===== config.mk =====
export PLATFORM = sky130hd
export DESIGN_NAME = external_bus_control
export DESIGN_NICKNAME = d
export VERILOG_FILES = /design/src/logic/ext_bus_pkg.sv /design/src/logic/pin_drive_if.sv /design/src/logic/external_bus_control.sv /design/src/logic/pin_decode.sv
export VERILOG_INCLUDE_DIRS = /design/src /design/src/logic
export SDC_FILE = /design/constraint.sdc
export NUM_CORES = 1
export LEC_CHECK = 0
export ABC_CLOCK_PERIOD_IN_PS = 2450
export BUFFER_PORTS_ARGS = -buffer_cell sky130_fd_sc_hd__buf_4
export CAP_MARGIN = 10
export CORE_MARGIN = 2
export CORE_UTILIZATION = 25
export CTS_CLUSTER_DIAMETER = 50
export DETAILED_ROUTE_END_ITERATION = 6
export GPL_TIMING_DRIVEN = 0
export PLACE_DENSITY_LB_ADDON = 0.15
export SLEW_MARGIN = 20
export SYNTH_ARGS = -nofsm -noshare
export SYNTH_HDL_FRONTEND = slang
export SYNTH_SLANG_ARGS = --single-unit

===== constraint.sdc =====
create_clock -name sys_clk -period 2.45 [get_ports sys_clk]
set_input_delay 0.3675 -clock sys_clk [delete_from_list [all_inputs] [get_ports sys_clk]]
set_output_delay 0.3675 -clock sys_clk [all_outputs]
set_load 0.1 [all_outputs]

===== src/logic/ext_bus_defines.svh =====
// timing counts and widths of the external bus control block
`ifndef EXT_BUS_DEFINES_SVH
`define EXT_BUS_DEFINES_SVH
`define EXT_BUS_ADDR_WIDTH     23
`define EXT_BUS_DATA_WIDTH     16
`define EXT_BUS_WAIT_WIDTH     3
`define EXT_BUS_READY_MIN_WAIT 3'h2
`endif


===== src/logic/ext_bus_pkg.sv =====
// types shared by the external bus control block
package ext_bus_pkg;
    typedef enum logic [1:0] {
        space_data,
        space_program,
        space_io
    } space_type;

    typedef enum {
        st_idle,
        st_access,
        st_wait,
        st_ready,
        st_hold
    } bus_state_type;
endpackage : ext_bus_pkg


===== src/logic/pin_drive_if.sv =====
// interface carrying internal pin levels and their enables
`timescale 1ns/1ps
`default_nettype none
interface pin_drive_if;
    import ext_bus_pkg::*;
    logic       active;
    space_type  space;
    logic       write;
    logic       float_req;
    logic       ds_n;
    logic       ps_n;
    logic       is_n;
    logic       mem_strobe_n_n;
    logic       io_device_strobe_n_n;
    logic       rw;
    logic       oe;
    modport source (output active, output space, output write,
                    output float_req,
                    input ds_n, input ps_n, input is_n, input mem_strobe_n_n,
                    input io_device_strobe_n_n, input rw, input oe);
    modport decoder (input active, input space, input write,
                     input float_req,
                     output ds_n, output ps_n, output is_n,
                     output mem_strobe_n_n, output io_device_strobe_n_n, output rw,
                     output oe);
endinterface : pin_drive_if
`default_nettype wire


===== src/logic/external_bus_control.sv =====
// external parallel bus control: selects, strobes, wait states, hold
//
// Overview of operation
// - space selects idle high, low only during a valid-address access
// - space selects float while the bus is released in hold
// - memory strobe low only for data or program accesses
// - io strobe low only for io device accesses
// - direction line high, low only while writing
// - ready sampled only with two or more software wait states
// - ready not sampled until software wait states finish
// - while ready low, wait a cycle and sample again
// - after acknowledge all bus lines float until request withdrawn
// - output disable low floats selects, strobes and direction
// - acknowledge asserted while held with lines floated
// - wait-done low at first wait state, high at last, only with two or more wait states
// - address bus floats in hold or when output disable low
`timescale 1ns/1ps
`default_nettype none
`include "ext_bus_defines.svh"
module external_bus_control
    import ext_bus_pkg::*;
#(
    parameter int ADDR_WIDTH = `EXT_BUS_ADDR_WIDTH,
    parameter int DATA_WIDTH = `EXT_BUS_DATA_WIDTH,
    parameter int WAIT_WIDTH = `EXT_BUS_WAIT_WIDTH
)
(
    // clock and reset
    input  wire logic                  sys_clk,
    input  wire logic                  reset_n,
    // access requests from the cpu
    input  wire logic                  req_valid,
    input  wire space_type             req_space,
    input  wire logic                  req_write,
    input  wire logic [ADDR_WIDTH-1:0] req_addr,
    input  wire logic [DATA_WIDTH-1:0] req_wdata,
    input  wire logic [WAIT_WIDTH-1:0] req_waits,
    output logic                       req_ready,
    output logic                       done,
    output logic [DATA_WIDTH-1:0]      rdata,
    // external pins
    input  wire logic                  ready_pin,
    input  wire logic                  hold_req_n,
    input  wire logic                  out_disable_n,
    output logic                       data_space_select,
    output logic                       program_space_select,
    output logic                       io_space_select,
    output logic                       mem_strobe_n,
    output logic                       io_device_strobe_n,
    output logic                       rw,
    output logic                       ctrl_oe,
    output logic [ADDR_WIDTH-1:0]      addr,
    output logic                       addr_oe,
    input  wire logic [DATA_WIDTH-1:0] data_in,
    output logic [DATA_WIDTH-1:0]      data_out,
    output logic                       data_oe,
    output logic                       bus_release_ack_n,
    output logic                       wait_sequence_done,
    output logic                       status_oe
);
    // ------------------------------------------------------------
    // parameter checks
    // ------------------------------------------------------------
    // the wait counter has to reach the two-state ready threshold
    if (WAIT_WIDTH < 2)
    begin : g_wait_width_check
        $error("wait count must reach two");
    end
    // a zero-width bus leaves nothing to drive
    if (ADDR_WIDTH < 1 || DATA_WIDTH < 1)
    begin : g_bus_width_check
        $error("bus widths must be positive");
    end

    // ------------------------------------------------------------
    // pin synchronisers
    // ------------------------------------------------------------
    logic [2:0] sync_a;
    logic [2:0] sync_b;
    logic [DATA_WIDTH-1:0] din_a;
    logic [DATA_WIDTH-1:0] din_b;
    logic ready_s;
    logic hold_s;
    logic off_s;

    always_ff @(posedge sys_clk)
    begin
        if (!reset_n)
        begin
            sync_a <= 3'h7;
            sync_b <= 3'h7;
            din_a  <= '0;
            din_b  <= '0;
        end
        else
        begin
            sync_a <= {ready_pin, hold_req_n, out_disable_n};
            sync_b <= sync_a;
            din_a  <= data_in;
            din_b  <= din_a;
        end
    end

    assign ready_s = sync_b[2];
    assign hold_s  = !sync_b[1];
    assign off_s   = !sync_b[0];

    // ------------------------------------------------------------
    // access sequencer
    // ------------------------------------------------------------
    bus_state_type         state;
    bus_state_type         next_state;
    logic [WAIT_WIDTH-1:0] wait_cnt;
    logic [WAIT_WIDTH-1:0] next_wait_cnt;
    logic [WAIT_WIDTH-1:0] waits;
    logic [WAIT_WIDTH-1:0] next_waits;
    space_type             space;
    space_type             next_space;
    logic                  write;
    logic                  next_write;
    logic [ADDR_WIDTH-1:0] next_addr;
    logic [DATA_WIDTH-1:0] next_data_out;
    logic [DATA_WIDTH-1:0] next_rdata;
    logic                  next_done;
    logic                  finish;
    logic                  next_finish;
    logic                  next_msc;
    logic                  active;

    always_comb
    begin
        next_state    = state;
        next_wait_cnt = wait_cnt;
        next_waits    = waits;
        next_space    = space;
        next_write    = write;
        next_addr     = addr;
        next_data_out = data_out;
        // the data pins arrive two edges late through their synchroniser,
        // so done trails the pins by one edge and rdata follows done
        next_rdata    = done ? din_b : rdata;
        next_done     = finish;
        next_finish   = 1'b0;
        next_msc      = wait_sequence_done;
        unique case (state)
            st_idle:
            begin
                // req_ready is a promise: a request met with it is taken
                if (req_valid && req_ready)
                begin
                    next_state    = st_access;
                    next_space    = req_space;
                    next_write    = req_write;
                    next_addr     = req_addr;
                    next_data_out = req_wdata;
                    next_waits    = req_waits;
                    next_wait_cnt = '0;
                end
                else if (hold_s)
                    next_state = st_hold;
            end
            st_access:
            begin
                if (waits == '0)
                begin
                    next_state  = st_idle;
                    next_finish = 1'b1;
                end
                else
                begin
                    next_state = st_wait;
                    // active low at start of first wait state
                    if (waits >= `EXT_BUS_READY_MIN_WAIT)
                        next_msc = 1'b0;
                end
            end
            st_wait:
            begin
                next_wait_cnt = wait_cnt + 1'b1;
                if (wait_cnt + 1'b1 == waits - 1'b1)
                    next_msc = 1'b1;
                if (wait_cnt + 1'b1 == waits)
                begin
                    // fewer than two waits: ready is ignored
                    if (waits >= `EXT_BUS_READY_MIN_WAIT)
                        next_state = st_ready;
                    else
                    begin
                        next_state  = st_idle;
                        next_finish = 1'b1;
                    end
                end
            end
            st_ready:
            begin
                // low ready costs one more cycle, then resample
                if (ready_s)
                begin
                    next_state  = st_idle;
                    next_finish = 1'b1;
                end
            end
            st_hold:
            begin
                if (!hold_s)
                    next_state = st_idle;
            end
        endcase
    end

    always_ff @(posedge sys_clk)
    begin
        if (!reset_n)
        begin
            state              <= st_idle;
            wait_cnt           <= '0;
            waits              <= '0;
            space              <= space_data;
            write              <= 1'b0;
            addr               <= '0;
            data_out           <= '0;
            rdata              <= '0;
            done               <= 1'b0;
            finish             <= 1'b0;
            wait_sequence_done <= 1'b1;
        end
        else
        begin
            state              <= next_state;
            wait_cnt           <= next_wait_cnt;
            waits              <= next_waits;
            space              <= next_space;
            write              <= next_write;
            addr               <= next_addr;
            data_out           <= next_data_out;
            rdata              <= next_rdata;
            done               <= next_done;
            finish             <= next_finish;
            wait_sequence_done <= next_msc;
        end
    end

    assign active = (next_state == st_access) || (next_state == st_wait)
                 || (next_state == st_ready);

    // ------------------------------------------------------------
    // pin levels, registered
    // ------------------------------------------------------------
    pin_drive_if pins ();
    logic in_hold;
    logic next_req_ready;

    assign in_hold        = (next_state == st_hold);
    assign pins.active    = active;
    assign pins.space     = next_space;
    assign pins.write     = next_write;
    // hold or output disable floats the control lines
    assign pins.float_req = in_hold || off_s;
    assign next_req_ready = (next_state == st_idle) && !hold_s;

    pin_decode u_decode (
        .pins (pins.decoder)
    );

    always_ff @(posedge sys_clk)
    begin
        if (!reset_n)
        begin
            data_space_select    <= 1'b1;
            program_space_select <= 1'b1;
            io_space_select      <= 1'b1;
            mem_strobe_n         <= 1'b1;
            io_device_strobe_n   <= 1'b1;
            rw                   <= 1'b1;
            ctrl_oe              <= 1'b0;
            addr_oe              <= 1'b0;
            data_oe              <= 1'b0;
            bus_release_ack_n    <= 1'b1;
            status_oe            <= 1'b0;
            req_ready            <= 1'b0;
        end
        else
        begin
            data_space_select    <= pins.ds_n;
            program_space_select <= pins.ps_n;
            io_space_select      <= pins.is_n;
            mem_strobe_n         <= pins.mem_strobe_n_n;
            io_device_strobe_n   <= pins.io_device_strobe_n_n;
            rw                   <= pins.rw;
            ctrl_oe              <= pins.oe;
            addr_oe              <= pins.oe;
            data_oe              <= pins.oe && active && next_write;
            bus_release_ack_n    <= !in_hold;
            status_oe            <= !off_s;
            req_ready            <= next_req_ready;
        end
    end
endmodule : external_bus_control
`default_nettype wire


===== src/logic/pin_decode.sv =====
// decodes access state into select, strobe and direction levels
`timescale 1ns/1ps
`default_nettype none
module pin_decode
    import ext_bus_pkg::*;
(
    // decoded pin levels
    pin_drive_if.decoder pins
);
    always_comb
    begin
        // only one select and one strobe per access
        pins.ds_n     = !(pins.active && pins.space == space_data);
        pins.ps_n     = !(pins.active && pins.space == space_program);
        pins.is_n     = !(pins.active && pins.space == space_io);
        pins.mem_strobe_n_n  = !(pins.active && pins.space != space_io);
        pins.io_device_strobe_n_n = !(pins.active && pins.space == space_io);
        pins.rw       = !(pins.active && pins.write);
        pins.oe       = !pins.float_req;
    end
endmodule : pin_decode
`default_nettype wire


; ---- Word level (Yosys, flattened, before mapping)
; Cells that the tools add are included.
[word_totals]
regBits = 147
word_cells = 97
[classes]
add_sub_neg = 2
magnitude_cmp = 1
eq_ne = 17
muxes = 23
reduce_logical = 29
[ops]
columns = operator, count
row1 = $mux W32, 5
row2 = $pmux W32 S5, 1
row3 = $eq A32 B2 Y1 const B, 3
row4 = $eq A32 B3 Y1 const B, 3
row5 = $logic_not A32 Y1, 2
row6 = $eq A32 B1 Y1 const B, 1
row7 = $eq A32 B4 Y1 const B, 1
row8 = $ne A2 B2 Y1 const B, 5
row9 = $logic_and A1 B1 Y1, 9
row10 = $mux W1, 9
row11 = $logic_not A1 Y1, 8
row12 = $mux W2, 4
row13 = $eq A3 B3 Y1, 2
row14 = $pmux W3 S2, 1
row15 = $reduce_and A2 Y1, 2
row16 = $reduce_and A4 Y1, 1
row17 = $reduce_bool A2 Y1, 2
row18 = $add A3 B1 Y3 const B, 1
row19 = $ge A3 B2 Y1 const B, 1
row20 = $logic_not A3 Y1, 1
row21 = $logic_or A1 B1 Y1, 3
row22 = $mux W3, 1
row23 = $pmux W1 S3, 1
row24 = $sub A3 B1 Y3 const B, 1
row25 = other kinds (4), 4

; ---- Longest topological paths before layout
[logic_depth]
word_depth = 9
depth_mapped = 8
ltp_nobuf = 7

; ---- Cells and area by module
; A second synthesis with hierarchy kept.
[unflattened]
hier_cells = 539
hier_area_um2 = 5276.3
[modules_own_cells]
columns = module, n_inst, cells_per_inst, area_each_um2
row1 = external_bus_control, 1, 531, 5228.8
row2 = pin_decode, 1, 8, 47.5

; ---- Worst setup path after synthesis
; No wires, ideal clock.
[synth_path]
path_type = register to register
startpoint = reg req_ready
endpoint = reg addr[19]
setup_ns = 0.132
t_arrival_ns = 2.167
required_time_ns = 2.318
slack_ns = 0.151
stages_incl_launch_ff = 8
n_path_buf = 2
period_less_slack_ns = 2.299
cell_sequence = dfxtp_1 -> nand2_1 -> nor3_1 -> nand4_1 -> clkbuf_1 -> clkbuf_1 -> nand2_1 -> a21oi_1
[synth_via]
elab_chain_cells = 2
[synth_lines]
columns = element, line
row1 = from (decl), external_bus_control.sv:38  ; output logic req_ready,
row2 = from (signal assigned), external_bus_control.sv:295  ; req_ready <= next_req_ready;
row3 = $logic_and A1 B1 Y1, external_bus_control.sv:149  ; if (req_valid && req_ready)
row4 = $reduce_and A2 Y1 (no line), n/a
row5 = to (signal assigned), external_bus_control.sv:234  ; addr <= next_addr;
row6 = to (decl), external_bus_control.sv:52  ; output logic [ADDR_WIDTH-1:0] addr,
; No other way between the ends.
; A chain may end at the register's enable or synchronous reset.

; ---- Final worst setup path
[layout_path]
startpoint = reg wait_cnt[0]
endpoint = reg io_device_strobe_n
[layout_via]
elab_chain_cells = 9
[layout_lines]
columns = element, line
row1 = from (decl), external_bus_control.sv:113  ; logic [WAIT_WIDTH-1:0] wait_cnt;
row2 = from (signal assigned), external_bus_control.sv:230  ; wait_cnt <= next_wait_cnt;
row3 = $add A3 B1 Y3 (*), external_bus_control.sv:182  ; if (wait_cnt + 1'b1 == waits)
row4 = $eq A3 B3 Y1 (*), external_bus_control.sv:182
row5 = $mux W32 (*), external_bus_control.sv:182
row6 = $pmux W32 S5 (*), external_bus_control.sv:145  ; unique case (state)
row7 = $eq A32 B2 Y1 or $eq A32 B3 Y1 (tied branches), external_bus_control.sv:243  ; assign active = (next_state == st_access) || (next_state == st_wait)
row8 = $logic_or A1 B1 Y1, external_bus_control.sv:243
row9 = $logic_or A1 B1 Y1 (*), external_bus_control.sv:244  ; || (next_state == st_ready);
row10 = $logic_and A1 B1 Y1 (*), pin_decode.sv:17  ; pins.io_device_strobe_n_n = !(pins.active && pins.space == space_io);
row11 = $logic_not A1 Y1 (*), pin_decode.sv:17
row12 = to (signal assigned), external_bus_control.sv:288  ; io_device_strobe_n <= pins.io_device_strobe_n_n;
row13 = to (decl), external_bus_control.sv:49  ; output logic io_device_strobe_n,
; Every way passes the cells marked *; elsewhere a longest branch is shown, timed or not.

==> results_dict.tcl <==
set metrics [dict create \
    run_status "complete, no violations" \
    h_tree_depth 4 \
    path_class "reg2reg" \
    power_frac_comb_pct 21.1 \
    postSynthRegisterBits 147 \
    maxSlewHeadroom_pct 46.81 \
    routedWlPerCell_um 14.01 \
    worst_setup_path_end_kind "flop" \
    internal_power_mw 4.425 \
    routabilityCongestion 0.7661 \
    ys_types 54 \
    detailed_router_s_first_iteration_violation_count 201 \
    synth-seq-area-share_pct 56.94 \
    fp.dieArea_um2 21840 \
    final-max-slew-violation-count 0 \
    switching_power_mw 2.131 \
    worst_skew_pair.late_latency_ps 420 \
    crit_path_start_kind "flop" \
    clkSlewWorstSetupHoldPaths_ps 60 \
    grt_first_pass_wirelength_um 21330 \
    synth_top_area_share_pct 56.94 \
    setup-violations-final 0 \
    cellLeakagePower_nw 2.939 \
    ys.warnings.count 0 \
    use_met3_pct 3.704 \
    post_synthesis_cell_type_with_the_largest_combined_area "sky130_fd_sc_hd__dfxtp_1" \
    power_frac_clock_pct 39.6 \
    worst-endpoint-required_ps 2730 \
    slowest_cell_on_the_critical_path "sky130_fd_sc_hd__a2111oi_2" \
    final_setup_slack_of_the_worst_path_ps 171.2 \
    number_of_diodes 0 \
    fin_nets 758 \
    globalRoute.totalOverflow 0 \
    clock_tree.root_cell "sky130_fd_sc_hd__clkbuf_16" \
    timing.max_cap.violations 0 \
    grt_antenna_before_repair 0 \
    dp_hpwl_um 9855 \
    boundaryPins 136 \
    seqPwrFrac_pct 39.4 \
    synth_enable_flop_cells 0 \
    most_common_cell_after_layout_fill_and_taps_aside "sky130_fd_sc_hd__dfxtp_1" \
    post-route-min-period_ps 2279 \
    syn_to_final_growth_pct 38.05 \
    fin_skew_ps 11.05 \
    die_h_um 147.8 \
    max-clock-path-buffers 2 \
    hold_class "in2reg" \
    final.period_utilization_pct 93.01 \
    postCtsResizedCells 1 \
    path_cells "ha_1, xor2_1, o41ai_2, a2111oi_2, o221a_2, o221ai_1" \
    port-buffer-count 134 \
    fmax_mhz 438.8 \
    cts.hold.buffers_added 0 \
    dr_drc_count 0 \
    timing_worst_slew_pin_value_ps 797.9 \
    core-area_um2 20230 \
    synth.area.top_cells "sky130_fd_sc_hd__dfxtp_1, sky130_fd_sc_hd__nand2_1, sky130_fd_sc_hd__a21oi_1" \
    preCtsSetupSlack_ps -9.865 \
    ir_worst_vdd_uv 477.0 \
    critPathArrivalTime_ps 2550 \
    final-hold-violation-count 0 \
    grt_start_max_net_pins 17 \
    synth.cell_area_um2 5169 \
    groute.layer.met2.usage_pct 19.98 \
    syn-num-nets 605 \
    power_switching_share_pct 32.50 \
    vias_in_the_first_global_route 3978 \
    grt_util_overall_pct 12.46 \
    routed_wirelength_um 13590 \
    drive_above_1_share_pct 28.14 \
    cts-buffers-inserted 17 \
    most-common-layout-cells "sky130_fd_sc_hd__dfxtp_1, sky130_fd_sc_hd__buf_4, sky130_fd_sc_hd__nand2_1, sky130_fd_sc_hd__a21oi_1, sky130_fd_sc_hd__and2_1" \
    grt.busiest_layer "met2" \
    layout.core_utilization_pct 35.26 \
    synth_top_flop_cell "sky130_fd_sc_hd__dfxtp_1" \
    powerDensity_nw_per_um2 918.7 \
    asyncSetResetFlopFracSynth_pct 0 \
    postCtsSetupBuffers 0 \
    num_vias 4208 \
    tritoncts "done" \
    hold-worst-slack_ps 134.0 \
    synthesis.area_per_instance_um2 9.661 \
    global_route.usage.met1_pct 16.23 \
    drt-pass1-iter-count 5 \
    via_per_inst 4.338 \
    drtAntennaViolNets 0 \
    start_util_pct 25.54 \
    largest_stage_delay_worst_path_ps 610 \
    std_cell_rows 52 \
    clkSinkCount 147 \
    die_x_um 147.8 \
    grt_setup_unrepaired "false" \
    cp_max_fo 6 \
    synthesis.instances 535 \
]
## flip-flops by register name (all words and copies together), names as in the netlist, 16 cells and up
register / count
state: 32
addr: 23
data_out: 16
din_a: 16
din_b: 16
rdata: 16
## power groups by stage
| stage | clock network, mW | logic, mW | registers, mW |
|---|---|---|---|
| 6_report | 2.59 | 1.38 | 2.58 |
| 5_1_grt | 2.77 | 1.47 | 2.60 |
| 4_1_cts | 2.67 | 1.39 | 2.58 |
| 3_5_place_dp | 0 | 1.38 | 2.63 |
| 3_3_place_gp | 0 | 1.38 | 2.63 |
| 2_1_floorplan | 0 | 0.466 | 3.18 |
## cell usage after synthesis (all sizes together), types with 4 or more instances
master  number
nor4         7
mux2i       17
dfxtp      147
inv          7
clkbuf      25
nor3         7
buf         11
a31oi        4
a21oi       52
nand3        5
and2        40
nand2       97
nand2b       6
and3        17
nor3b       15
nand4        5
nor2        24
## final timing paths
path                 startpoint                  to  slack (ps)  cells past startpoint
setup / recovery    wait_cnt[0]  io_device_strobe_n         170                      6
hold / removal    out_disable_n           sync_a[0]         130                      2
hold reg to reg       sync_a[0]           sync_b[0]         400                      1
setup reg to reg    wait_cnt[0]  io_device_strobe_n         170                      6
## through the flow
step	instances	total power [mW]	TNS (ps)	instance area, um2
floorplan	535	3.645	0	5169
global placement	939	4.005	-17.91	6513
detailed placement	939	4.015	-23.50	6513
CTS	970	6.636	0	7107
global route	970	6.841	0	7136
finish	970	6.556	0	7136
## metal layers
layer  wire length, um  up-vias
met2              6452      110
li1                  -     2123
met3               721        9
met4               148        0
met1              6266     1966
met5                 0        -
## kinds of logic (layout without fill, tap and decap cells)
| family | Yosys count | after routing | share of synthesized area [%] |
|---|---|---|---|
| simple gates | 236 | 236 | 23.24 |
| flops | 147 | 147 | 56.94 |
| compound gates | 81 | 81 | 10.46 |
| buf+inv | 44 | 209 | 3.801 |
| mux | 18 | 18 | 3.510 |
| xor+xnor | 6 | 6 | 1.331 |
| fa+ha+maj | 3 | 3 | 0.7263 |
## worst max-delay path: cells and delay by family, from the launching register on
family / cells / cell delay [ps]
AOI/OAI and AO/OA: 4 / 1260
xor gates and xnor gates: 1 / 210
adders and majority gates: 1 / 270
DFF: 1 / 400
## cell type report
class	count	area, um2
buffer	36	168.9
clock buffer	18	439.2
clock inverter	13	148.9
fill	2084	13100
inverter	8	30.03
multi-input combinational	344	2062
sequential	147	2943
tap	270	337.8
timing repair buffer	134	1006
Note: power is estimated with default switching activity, not from simulation.
